==> config.mk <==
export PLATFORM = sky130hd
export DESIGN_NAME = tdb_distribution_board
export DESIGN_NICKNAME = d
export VERILOG_FILES = /design/src/logic/tdb_pkg.sv /design/src/logic/tdb_distribution_board.sv
export SDC_FILE = /design/constraint.sdc
export NUM_CORES = 2
export LEC_CHECK = 0
export ABC_AREA = 1
export CAP_MARGIN = 10
export CORE_MARGIN = 3
export CORE_UTILIZATION = 65
export CTS_BUF_LIST = sky130_fd_sc_hd__clkbuf_4
export DETAILED_ROUTE_END_ITERATION = 10
export DONT_BUFFER_PORTS = 1
export GPL_ROUTABILITY_DRIVEN = 0
export PLACE_DENSITY_LB_ADDON = 0.3
export REMOVE_ABC_BUFFERS = 1
export SYNTH_ARGS = -nofsm -noshare
export SYNTH_HDL_FRONTEND = slang
export SYNTH_SLANG_ARGS = --single-unit
==> constraint.sdc <==
create_clock -name clk -period 23.9 [get_ports clk]
set_input_delay 2.39 -clock clk [delete_from_list [all_inputs] [get_ports clk]]
set_output_delay 2.39 -clock clk [all_outputs]
set_load 0.005 [all_outputs]
==> src/logic/tdb_pkg.sv <==
// Purpose: Shared constants and types of the distribution board relay
// Assumes: One system clock; link clock and pins arrive asynchronously
// Notes: Counter widths are fixed; thresholds are defaults for module parameters
package tdb_pkg;
    // ==========
    // Sizes
    // ==========
    localparam int NUM_CH = 8; // Downstream front-end links
    localparam int CMD_W = 4; // Command code bits
    localparam int WORD_W = 16; // Trigger word width
    localparam int CNT_W = 16; // Per-channel counter width
    localparam int ACT_W = 16; // One-hot local actions

    // ==========
    // Command line framing
    // ==========
    localparam logic [2:0] IDLE_ONES = 3'h5; // More than four ones
    localparam logic [2:0] CMD_BITS = 3'h4; // Code bits per frame
    localparam logic [3:0] ENC_LEN = 4'ha; // Start, code, stop, guard
    localparam logic [9:0] ENC_GUARD = 10'h3e0; // Stop plus idle ones
    localparam logic LINE_IDLE = 1'b1; // Idle and stop level
    localparam logic START_BIT = 1'b0; // Frame start level

    // ==========
    // Busy merge defaults
    // ==========
    localparam logic [CNT_W-1:0] ACK_SLACK = 16'h0001; // Acks in flight
    localparam logic [CNT_W-1:0] OCC_HIGH = 16'h0004; // Buffer level limit
    localparam logic [CNT_W-1:0] BLK_PER_TRIG = 16'h0001; // Blocks/trigger

    // ==========
    // Types
    // ==========
    typedef enum logic [1:0] {
        DEC_WAIT_IDLE = 2'b00,
        DEC_ARMED = 2'b01,
        DEC_DATA = 2'b10
    } tdb_dec_state_type;

    // Status returned by one front-end link
    typedef struct packed {
        logic busy;
        logic trig_ack;
        logic ro_ack;
    } tdb_fe_status_type;

    // Decoded command with its strobe
    typedef struct packed {
        logic valid;
        logic [CMD_W-1:0] code;
    } tdb_cmd_type;
endpackage

==> src/logic/tdb_distribution_board.sv <==
// Purpose: Command relay, trigger fan-out and busy merge of the board
// Assumes: Link clock and all pins but the trigger word path asynchronous to clk (200 MHz)
// Notes: Trigger word path is same-clock; it is only buffered, not decoded

// Overview of operation
// - Sample command line once per link clock
// - Idle after more than four ones
// - Zero start bit, four bits LSB first
// - Closing one returns line to idle
// - Align command line before sampling, then decode
// - Re-encode one command stream for fan-out
// - Decode commands into local one-hot actions
// - Pass trigger words through, undecoded
// - Pair one words/status, two clock, three commands
// - Fourth pair looped back for latency
// - Trigger from rear pair or backplane line
// - OR of front-end busy bits
// - Missing trigger acknowledges assert busy
// - Readout acks versus blocks give occupancy
// - High occupancy asserts busy, blocks triggers
// - Merged busy goes upstream
// - Trigger word every 16 ns, status back
module tdb_distribution_board #(
    parameter int NCH = tdb_pkg::NUM_CH,
    parameter logic [tdb_pkg::CNT_W-1:0] ACK_SLACK = tdb_pkg::ACK_SLACK,
    parameter logic [tdb_pkg::CNT_W-1:0] OCC_HIGH = tdb_pkg::OCC_HIGH,
    parameter logic [tdb_pkg::CNT_W-1:0] BLK_PER_TRIG = tdb_pkg::BLK_PER_TRIG
) (
    input wire logic clk,
    input wire logic rst,
    input wire logic link_clk, // Command link clock, sampled
    input wire logic cmd_line_in, // Serial commands from supervisor
    output logic cmd_line_out, // Re-encoded commands to fan-out
    output tdb_pkg::tdb_cmd_type cmd_out, // Decoded command strobe
    output logic [tdb_pkg::ACT_W-1:0] local_action, // One-hot pulses
    input wire logic [tdb_pkg::WORD_W-1:0] trig_word_in,
    input wire logic trig_word_in_valid,
    output logic trig_word_in_ready,
    output logic [tdb_pkg::WORD_W-1:0] trig_word_out,
    output logic trig_word_out_valid,
    input wire logic trig_word_out_ready,
    input wire logic trig_rear_in, // Twisted-pair trigger pulse
    input wire logic trig_bp_in, // Backplane trigger line
    input wire logic trig_sel_bp, // High selects backplane source
    output logic trig_out, // Forwarded trigger pulse
    input wire tdb_pkg::tdb_fe_status_type [NCH-1:0] fe_status,
    input wire logic [NCH-1:0] loop_rx, // Fourth pair receive
    output logic [NCH-1:0] loop_tx, // Fourth pair transmit
    output logic busy_out // Merged busy upstream
);
    // ==========================================================
    // Input synchronisers
    // ==========================================================
    logic [1:0] lclk_sync_reg; // Link clock pair
    logic lclk_prev_reg; // For edge finding
    logic [1:0] cmd_sync_reg; // Command line pair
    logic [2:0] trg_sync0_reg; // First stage: rear, bp, select
    logic [2:0] trg_sync1_reg; // Second stage
    logic trg_prev_reg; // Selected source, last cycle
    logic link_edge; // One-cycle pulse per link period
    logic trg_sel; // Selected trigger level
    logic trg_rise; // New trigger pulse

    // Two flops on every asynchronous pin
    always_ff @(posedge clk or posedge rst) begin
        if (rst) begin
            lclk_sync_reg <= 2'h0;
            lclk_prev_reg <= 1'b0;
            cmd_sync_reg <= 2'h3;
            trg_sync0_reg <= 3'h0;
            trg_sync1_reg <= 3'h0;
            trg_prev_reg <= 1'b0;
        end else begin
            lclk_sync_reg <= {lclk_sync_reg[0], link_clk};
            lclk_prev_reg <= lclk_sync_reg[1];
            cmd_sync_reg <= {cmd_sync_reg[0], cmd_line_in};
            trg_sync0_reg <= {trig_sel_bp, trig_bp_in, trig_rear_in};
            trg_sync1_reg <= trg_sync0_reg;
            trg_prev_reg <= trg_sel;
        end
    end

    // Rising link edge; the line is read only here
    assign link_edge = lclk_sync_reg[1] & ~lclk_prev_reg;

    // Either trigger source, chosen by the select pin
    assign trg_sel = trg_sync1_reg[2] ? trg_sync1_reg[1] : trg_sync1_reg[0];
    assign trg_rise = trg_sel & ~trg_prev_reg;

    // ==========================================================
    // Command decoder
    // ==========================================================
    tdb_pkg::tdb_dec_state_type dec_state_reg;
    logic [2:0] ones_reg; // Saturating count of idle ones
    logic [2:0] bit_cnt_reg; // Code bits taken so far
    logic [tdb_pkg::CMD_W-1:0] code_reg; // Code shift register
    tdb_pkg::tdb_cmd_type cmd_reg; // Decoded command
    logic cmd_bit; // Aligned command sample

    assign cmd_bit = cmd_sync_reg[1];

    // Frame decoder, advances once per link edge
    always_ff @(posedge clk or posedge rst) begin
        if (rst) begin
            dec_state_reg <= tdb_pkg::DEC_WAIT_IDLE;
            ones_reg <= 3'h0;
            bit_cnt_reg <= 3'h0;
            code_reg <= 4'h0;
            cmd_reg <= '0;
        end else begin
            cmd_reg.valid <= 1'b0;
            if (link_edge) begin
                case (dec_state_reg)
                    // Count ones until the line is idle
                    tdb_pkg::DEC_WAIT_IDLE: begin
                        if (cmd_bit != tdb_pkg::LINE_IDLE) begin
                            ones_reg <= 3'h0; // A zero breaks the run
                        end else if (ones_reg == tdb_pkg::IDLE_ONES - 3'h1) begin
                            dec_state_reg <= tdb_pkg::DEC_ARMED;
                        end else begin
                            ones_reg <= ones_reg + 3'h1;
                        end
                    end
                    // Idle: a single zero opens a frame
                    tdb_pkg::DEC_ARMED: begin
                        if (cmd_bit == tdb_pkg::START_BIT) begin
                            dec_state_reg <= tdb_pkg::DEC_DATA;
                            bit_cnt_reg <= 3'h0;
                        end
                    end
                    // Four code bits, first one is the LSB
                    tdb_pkg::DEC_DATA: begin
                        code_reg <= {cmd_bit, code_reg[3:1]};
                        bit_cnt_reg <= bit_cnt_reg + 3'h1;
                        if (bit_cnt_reg == tdb_pkg::CMD_BITS - 3'h1) begin
                            cmd_reg.valid <= 1'b1;
                            cmd_reg.code <= {cmd_bit, code_reg[3:1]};
                            // Re-arm only after a fresh idle run
                            dec_state_reg <= tdb_pkg::DEC_WAIT_IDLE;
                            ones_reg <= 3'h0;
                        end
                    end
                    default: begin
                        dec_state_reg <= tdb_pkg::DEC_WAIT_IDLE;
                        ones_reg <= 3'h0;
                    end
                endcase
            end
        end
    end

    // ==========================================================
    // Local actions and command output
    // ==========================================================
    logic [tdb_pkg::ACT_W-1:0] action_reg; // One-hot action pulses

    // Every code maps to one action line for the board itself
    always_ff @(posedge clk or posedge rst) begin
        if (rst) begin
            action_reg <= '0;
        end else begin
            action_reg <= '0;
            if (cmd_reg.valid) begin
                action_reg[cmd_reg.code] <= 1'b1;
            end
        end
    end

    assign cmd_out = cmd_reg;
    assign local_action = action_reg;

    // ==========================================================
    // Command re-encoder
    // ==========================================================
    logic [9:0] enc_sreg_reg; // Bits still to send, LSB first
    logic [3:0] enc_cnt_reg; // Bits left in frame
    logic enc_line_reg; // Driven line level
    logic enc_load; // Decoded frame taken

    // A new frame is taken only with the last guard bit sent.
    // Input frames are at least as long, so none is dropped.
    assign enc_load = cmd_reg.valid && (enc_cnt_reg == 4'h0);

    // Same framing downstream: start, code, stop, idle ones
    always_ff @(posedge clk or posedge rst) begin
        if (rst) begin
            enc_sreg_reg <= '1;
            enc_cnt_reg <= 4'h0;
            enc_line_reg <= tdb_pkg::LINE_IDLE;
        end else begin
            if (enc_load) begin
                enc_sreg_reg <= tdb_pkg::ENC_GUARD | {5'h00, cmd_reg.code,
                    tdb_pkg::START_BIT};
                enc_cnt_reg <= tdb_pkg::ENC_LEN;
            end else if (link_edge && enc_cnt_reg != 4'h0) begin
                enc_line_reg <= enc_sreg_reg[0];
                enc_sreg_reg <= {1'b1, enc_sreg_reg[9:1]};
                enc_cnt_reg <= enc_cnt_reg - 4'h1;
            end
        end
    end

    // Single stream feeds the external fan-out to all links
    assign cmd_line_out = enc_line_reg;

    // ==========================================================
    // Trigger word buffer, two entries
    // ==========================================================
    logic [tdb_pkg::WORD_W-1:0] head_reg; // Word offered downstream
    logic [tdb_pkg::WORD_W-1:0] tail_reg; // Word held on a stall
    logic head_v_reg;
    logic tail_v_reg;
    logic in_rdy_reg;
    logic push;
    logic pop;

    assign push = trig_word_in_valid & in_rdy_reg;
    assign pop = head_v_reg & trig_word_out_ready;

    // Words pass untouched; a receiver stall fills the tail
    always_ff @(posedge clk or posedge rst) begin
        if (rst) begin
            head_reg <= '0;
            tail_reg <= '0;
            head_v_reg <= 1'b0;
            tail_v_reg <= 1'b0;
            in_rdy_reg <= 1'b1;
        end else begin
            case ({push, pop})
                2'b10: begin
                    if (!head_v_reg) begin
                        head_reg <= trig_word_in;
                        head_v_reg <= 1'b1;
                    end else begin
                        tail_reg <= trig_word_in;
                        tail_v_reg <= 1'b1;
                        in_rdy_reg <= 1'b0; // Full: stall source
                    end
                end
                2'b01: begin
                    if (tail_v_reg) begin
                        head_reg <= tail_reg;
                        tail_v_reg <= 1'b0;
                        in_rdy_reg <= 1'b1;
                    end else begin
                        head_v_reg <= 1'b0;
                    end
                end
                2'b11: begin
                    if (tail_v_reg) begin
                        head_reg <= tail_reg;
                        tail_reg <= trig_word_in;
                    end else begin
                        head_reg <= trig_word_in;
                    end
                end
                default: begin
                    head_v_reg <= head_v_reg;
                end
            endcase
        end
    end

    // Pair one: words down here, status back on fe_status
    assign trig_word_out = head_reg;
    assign trig_word_out_valid = head_v_reg;
    assign trig_word_in_ready = in_rdy_reg;

    // ==========================================================
    // Trigger forwarding
    // ==========================================================
    logic trig_out_reg; // Pulse sent to all links
    logic busy_reg; // Merged busy

    // Busy withholds new triggers from the front ends
    always_ff @(posedge clk or posedge rst) begin
        if (rst) begin
            trig_out_reg <= 1'b0;
        end else begin
            trig_out_reg <= trg_rise & ~busy_reg;
        end
    end

    assign trig_out = trig_out_reg;

    // ==========================================================
    // Per-channel status tracking
    // ==========================================================
    logic [NCH-1:0] ch_busy; // Any cause on one channel
    logic [NCH-1:0] loop_reg; // Loopback second stage

    for (genvar ch = 0; ch < NCH; ch++) begin : g_ch
        logic [2:0] st0_reg; // First sync stage
        logic [2:0] st1_reg; // Second sync stage
        logic [2:0] st_prev_reg; // For edge finding
        logic loop0_reg;
        logic [tdb_pkg::CNT_W-1:0] sent_reg; // Triggers sent
        logic [tdb_pkg::CNT_W-1:0] tack_reg; // Trigger acks seen
        logic [tdb_pkg::CNT_W-1:0] blk_reg; // Blocks generated
        logic [tdb_pkg::CNT_W-1:0] rack_reg; // Readout acks seen
        logic [tdb_pkg::CNT_W-1:0] owed; // Unacked triggers
        logic [tdb_pkg::CNT_W-1:0] occ; // Front-end buffer level

        // Status bits are asynchronous; two flops, then edges
        always_ff @(posedge clk or posedge rst) begin
            if (rst) begin
                st0_reg <= 3'h0;
                st1_reg <= 3'h0;
                st_prev_reg <= 3'h0;
                loop0_reg <= 1'b0;
                loop_reg[ch] <= 1'b0;
            end else begin
                st0_reg <= fe_status[ch];
                st1_reg <= st0_reg;
                st_prev_reg <= st1_reg;
                loop0_reg <= loop_rx[ch];
                loop_reg[ch] <= loop0_reg;
            end
        end

        // Counters wrap; only their differences matter
        always_ff @(posedge clk or posedge rst) begin
            if (rst) begin
                sent_reg <= '0;
                tack_reg <= '0;
                blk_reg <= '0;
                rack_reg <= '0;
            end else begin
                if (trig_out_reg) begin
                    sent_reg <= sent_reg + 16'h0001;
                    blk_reg <= blk_reg + BLK_PER_TRIG;
                end
                if (st1_reg[1] & ~st_prev_reg[1]) begin
                    tack_reg <= tack_reg + 16'h0001;
                end
                if (st1_reg[0] & ~st_prev_reg[0]) begin
                    rack_reg <= rack_reg + 16'h0001;
                end
            end
        end

        assign owed = sent_reg - tack_reg;
        assign occ = blk_reg - rack_reg;
        // Slack covers acks still on their way back
        assign ch_busy[ch] = st1_reg[2]
            | (owed > ACK_SLACK)
            | (occ >= OCC_HIGH);
    end

    assign loop_tx = loop_reg;

    // ==========================================================
    // Busy merge
    // ==========================================================
    // One OR over every channel and every cause
    always_ff @(posedge clk or posedge rst) begin
        if (rst) begin
            busy_reg <= 1'b0;
        end else begin
            busy_reg <= |ch_busy;
        end
    end

    assign busy_out = busy_reg;
endmodule

; ---- After elaboration in Yosys (flattened, before gate mapping)
; Index checks and enable logic that the tools add are counted.
[classes]
magnitude_cmp = 18
mux = 36
add_sub_neg = 51
n_eq_ne = 17
n_reduce_logical = 23
bitwise = 58
[op_table]
columns = cell, n
row1 = $add 16x1->16 const B, 32
row2 = $sub 16x16->16, 16
row3 = $ge 16x3->1 const B, 8
row4 = $gt 16x1->1 const B, 8
row5 = $mux 16, 6
row6 = $pmux 16 s3, 1
row7 = $pmux 16 s2, 1
row8 = $and 1x1->1, 21
row9 = $not 1->1, 21
row10 = $mux 10, 2
row11 = $ne 2x2->1 const B, 9
row12 = $or 1x1->1, 16
row13 = $mux 5, 3
row14 = $reduce_and 3->1, 5
row15 = $mux 3, 4
row16 = $pmux 3 s3, 1
row17 = $mux 2, 4
row18 = $mux 4, 2
row19 = $reduce_and 2->1, 4
row20 = $reduce_bool 2->1, 4
row21 = $reduce_or 8->1, 1
row22 = $add 3x1->3 const B, 2
row23 = $eq 2x2->1 const B, 3
row24 = $mux 1, 6
row25 = 18 further kinds, 23
[totals]
regBits = 689
wordCells = 298
in_bits = 57

; ---- Depth between registers and ports, before layout
[logic_depth]
depth_word = 5
ltp_mapped = 20

; ---- Worst setup path after synthesis
; OpenSTA, ideal clock, no wires.
[synth_path]
kind = input -> register
from = in trig_word_in_valid
to = reg head_reg, in the netlist trig_word_out[10]
slack_ns = 20.473
cell_stages = 7
arrival_ns = 3.304
t_required_ns = 23.777
n_path_buf = 1
path_cell_list = nand2_1 -> inv_1 -> a21oi_1 -> clkbuf_1 -> a21oi_1 -> o21ai_0 -> nand2_1
[synth_via]
elab_chain_cells = 4
word_cells_on_any_way = 9
classes_between = eq/ne: 5 / mux: 1 / bitwise: 1 / reduce/logical: 2
[synth_rtl]
columns = element, line
row1 = start: declaration, tdb_distribution_board.sv:37  ; input wire logic trig_word_in_valid,
row2 = $and 1x1->1 *, tdb_distribution_board.sv:217  ; assign push = trig_word_in_valid & in_rdy_reg;
row3 = $eq 2x1->1 / $eq 2x2->1 (equally long branches), tdb_distribution_board.sv:229  ; case ({push, pop})
row4 = $ne 2x2->1 (no source line) / $reduce_bool 3->1 (equally long branches), --
row5 = $reduce_and 3->1 (no source line), --
row6 = end signal: assignment, tdb_distribution_board.sv:232  ; head_reg <= trig_word_in;
row7 = end signal: assignment, tdb_distribution_board.sv:242  ; head_reg <= tail_reg;
row8 = end signal: assignment, tdb_distribution_board.sv:251  ; head_reg <= tail_reg;
row9 = end: declaration, tdb_distribution_board.sv:209  ; logic [tdb_pkg::WORD_W-1:0] head_reg;
; Mark *: on every way between the ends. The rest lies on a longest branch, timed or not.
; A chain may end at the register's enable or synchronous reset.

==> impl_summary.md <==
CTS
The number of gates resized after CTS is 0. The clock tree synthesis step divided the H-tree into 4 levels. The count of hold-fix buffers inserted at cts is 0. The number of buffers inserted by post-CTS setup repair is 0. The tree is rooted in a sky130_fd_sc_hd__clkbuf_4. The number of clock sinks is roughly 680. Clock-pin slew was measured on the worst setup and hold paths at about 0.060 ns. The insertion delay to the later sink of the worst-skew pair is around 1.0 ns. The number of clock buffers added by TritonCTS is between 150 and 200. TritonCTS built the clock tree. Counting along the longest clock path gives a buffer depth of 3.

Placed design
The instance area after placement is 45400 sq um. Timing analysis after detailed placement gives a worst setup slack of 18.25 ns. The cell count after placement is 6842. Input and output buffers added on the ports amount to 0. The wire-length estimate of the detail-placed layout is between 80000 and 90000 um.

Finish
After the last flow step, the layout net total stands at 6501. The synthesis-to-finish area growth is 7.71%. The fraction of final layout cells with drive strength greater than 1 is 6.07%. The number of fillers in the final layout is 5519. After routing the design area is about 48000 sq um.

The final cell count without fillers is just over 7k.

Floorplanning
The effective utilization at floorplan is 65.8%. The die outline area is 71300 sq um. The cell row count is 95. The floorplan step defined a core boundary enclosing approximately 67000 sq um.

The overall die height is 267 um. The total I/O pin count is around 110. From left edge to right edge, the die measures 267 um.

Timing
The period utilization is 18.5%. The worst relative slew slack is approximately 28%. The final-report max-slew violation count was 0.

The final critical delay including setup and external delays is 4.43 ns. The worst-case clock skew is 0.0611 ns. The number of failing hold endpoints at the final stage was 0. Timing would allow up to around 0.23 GHz. For the pin with the worst max-slew slack, the measured transition is 1.08 ns.

Setup repair after global routing left no endpoint under its margin. The slack of the critical path is ~19 ns. In the final timing run, aggregate negative setup slack is 0 ns. Setup violations remaining at the end of the flow were counted as 0.

GRT
Entering global routing, the biggest net connects between 150 and 200 pins. Across every metal layer, demand over resource in global routing totals 30.4%. The final global-route overflow total is 0. The initial antenna violation count is 5. The number of global-route vias before repair was 36.4k. The first global-routing pass estimated 175000 um of wire.

Logic synthesis
After synthesis, the mean cell area works out to 7.40 sq um. In this run, distinct cell masters in the synthesized netlist total 56. The synthesized design devotes to its leading area cell type 38.1% of total area.

The leading area contributor after synthesis is sky130_fd_sc_hd__dfrtp_1. Sorting the synthesized cells by area gives the leading types as sky130_fd_sc_hd__dfrtp_1 38%, sky130_fd_sc_hd__nand2_1 15%, sky130_fd_sc_hd__inv_1 10%, sky130_fd_sc_hd__ha_1 7.8%, sky130_fd_sc_hd__xor2_1 7.5%. After synthesis, flip-flops and latches occupy 38.6% of the total area. The number of flip-flops and latches in the synthesized netlist is 683.

The number of warnings issued by yosys is 0. The netlist area before placement is 44300 sq um. Synthesis produced a netlist whose cell count is 5981.

Setup path
In this run the critical register-to-register path is captured at busy_out. The type of the worst setup path is input port to async pin. The cell with the most instances on the worst path is sky130_fd_sc_hd__buf_4. The slowest stage of the critical path is the sky130_fd_sc_hd__buf_4 cell.

In this run the worst path has a maximum fanout of approximately 120. The critical path required time is ~25 ns. The worst setup path is captured at an async pin. The data arrival time of the worst path is 5.43 ns. The signal on the critical path passes through inv_8 -> buf_4 -> buf_4 -> buf_4. The startpoint identified for the worst register-to-register timing path is g_ch[3].blk_reg[0]. The number of cells traversed by the worst register-to-register path is 19. The peak per-stage delay on the critical path is 0.85 ns. The critical path startpoint category is an input port. The worst register-to-register path has a setup slack of around 21 ns.

Route
The final wirelength is 106000 um. The final route contains roughly 38k vias. In the final routed layout, each cell accounts on average for approximately 15 um.

For this run, the detailed router's first-pass iteration total came to 6. Using the TritonRoute via totals, the vias-per-cell ratio works out to 5.28. For this run, design rule violations remaining after detail routing come to 0.

The detailed router finished its first iteration with just over 3k violations. The number of nets with antenna violations after detailed routing is 0.

Power and ir drop
For this design the static power due to leakage is about 0.027 uW. The post-route total power is 3540 uW. The power density over the cells is 74.3 nW/um^2. The worst-case IR drop observed on VDD is 0.0435 mV.

Hold path
The worst hold path startpoint is trg_sync0_reg[2]. The min-delay analysis places its worst path in the category register to register. The terminating pin of the worst hold path is trg_sync1_reg[2].

The hold-critical path depth is 0.

Run
The number of max-cap violations is 0.

Run status
The flow ran to the end, and the final reports show no timing, DRC or antenna violations.
==> per-stage QoR <==
stage,util [%],hold WS (ns)
6_report,70.9,0.342
4_1_cts,70.8,0.342
5_1_grt,70.9,0.353
3_5_place_dp,67.4,0.335
3_3_place_gp,67.4,0.331
2_1_floorplan,-,0.331
==> critical path: cells and delay by family <==
family | cells | cell delay [ns]
buffers and inverters | 4 | 2.84
==> synthesized netlist by cell type, drive strengths merged <==
| master | n |
|---|---|
| a21boi | 4 |
| a21o | 8 |
| a21oi | 206 |
| a221o | 1 |
| a22oi | 3 |
| a31o | 1 |
| a31oi | 8 |
| and2 | 16 |
| and3 | 2 |
| and3b | 1 |
| buf | 6 |
| clkbuf | 13 |
| clkinv | 1 |
| dfrtp | 674 |
| dfstp | 9 |
| fa | 16 |
| ha | 277 |
| inv | 1192 |
| mux2 | 2 |
| nand2 | 1712 |
| nand3 | 424 |
| nand3b | 50 |
| nand4 | 90 |
| nor2 | 493 |
| nor3 | 124 |
| nor3b | 6 |
| nor4 | 30 |
| nor4b | 4 |
| o211ai | 3 |
| o21a | 3 |
| o21ai | 108 |
| o21bai | 14 |
| o221ai | 1 |
| o22ai | 4 |
| o31ai | 1 |
| or2 | 13 |
| or3 | 1 |
| or4 | 4 |
| xnor2 | 79 |
| xor2 | 377 |
==> placed cells by master (no fill, tap or decap), types with 4 or more instances in the layout <==
cell                       Yosys  routed
sky130_fd_sc_hd__nor4_1       19      19
sky130_fd_sc_hd__dfstp_2       9       9
sky130_fd_sc_hd__ha_1        277     277
sky130_fd_sc_hd__or4_1         4       4
sky130_fd_sc_hd__nor2_4        8       8
sky130_fd_sc_hd__nor4_2        5       5
sky130_fd_sc_hd__clkbuf_4      0     260
sky130_fd_sc_hd__o22ai_1       4       4
sky130_fd_sc_hd__inv_2         0       4
sky130_fd_sc_hd__o21ai_0     107     107
sky130_fd_sc_hd__nand4_1      90      90
sky130_fd_sc_hd__inv_1      1191    1190
sky130_fd_sc_hd__fa_1         16      16
sky130_fd_sc_hd__xor2_1      377     377
sky130_fd_sc_hd__nor3_2       23      23
sky130_fd_sc_hd__nor3b_2       4       4
sky130_fd_sc_hd__nand3b_1     50      50
sky130_fd_sc_hd__a21boi_0      4       4
sky130_fd_sc_hd__buf_4         1       5
sky130_fd_sc_hd__inv_6         1       4
sky130_fd_sc_hd__a21o_1        8       8
sky130_fd_sc_hd__o21bai_1     14      14
sky130_fd_sc_hd__a21oi_1     206     205
sky130_fd_sc_hd__nor4_4        6       6
sky130_fd_sc_hd__clkinv_1      1      40
sky130_fd_sc_hd__nand2_1    1712    1712
sky130_fd_sc_hd__nor2_1      474     474
sky130_fd_sc_hd__or2_2        12      12
sky130_fd_sc_hd__nor3_1       99      99
sky130_fd_sc_hd__dfrtp_1     674     673
sky130_fd_sc_hd__xnor2_1      78      78
sky130_fd_sc_hd__nor2_2       11      11
sky130_fd_sc_hd__a31oi_1       8       8
sky130_fd_sc_hd__diode_2       0       4
sky130_fd_sc_hd__nand3_1     422     422
sky130_fd_sc_hd__and2_1       16      16
sky130_fd_sc_hd__clkinv_2      0       9
==> power breakdown <==
group          internal [uW]  switching, uW  total (uW)
clock                    525            500        1020
sequential              1260           86.3        1340
combinational            357            819        1180
==> metal layers <==
| metal | track usage (%) | share of wire, % | up-vias |
|---|---|---|---|
| met2 | 48.3 | 45 | 1126 |
| met5 | 0 | 0.025 | - |
| met1 | 39.2 | 43 | 17500 |
| met3 | 7.09 | 7.5 | 297 |
| met4 | 15.1 | 5.0 | 4 |
| li1 | - | - | 19000 |
==> how the worst max path moves through the flow <==
| stage | startpoint | to | slack, ns | cells past startpoint |
|---|---|---|---|---|
| floorplan | rst | bit_cnt_reg[0] | 2.38 | 1 |
| finish | rst | busy_out | 19.47 | 4 |
| global placement | rst | trg_sync1_reg[1] | 18.30 | 4 |
| CTS | rst | g_ch[7].blk_reg[13] | 19.34 | 4 |
| detailed placement | rst | trg_sync1_reg[2] | 18.25 | 4 |
| global route | rst | g_ch[3].blk_reg[14] | 18.97 | 4 |
==> cells by family (layout without fill, tap and decap cells) <==
logic type	Yosys count	in the layout	share of synthesized area [%]
and+or+nand+nor	2970	2970	29.0
buffers and inverters	1212	1523	10.3
DFF	683	683	38.6
xor gates and xnor gates	456	456	9.04
AOI/OAI and AO/OA	365	365	4.39
adders and majority gates	293	293	8.55
muxes	2	2	0.0509
other	0	4	0
==> cell type report <==
cell class / count / area [sq um] / area share [%]
sequential: 683 / 17100 / 35.9
timing repair buffer: 8 / 92.6 / 0.194
multi-input combinational: 4086 / 22600 / 47.4
inverter: 1193 / 4490 / 9.42
tap: 873 / 1090 / 2.29
clock inverter: 62 / 338 / 0.708
clock buffer: 260 / 1950 / 4.09
antenna: 4 / 10.0 / 0.0210
(Power assumes the default switching activity.)
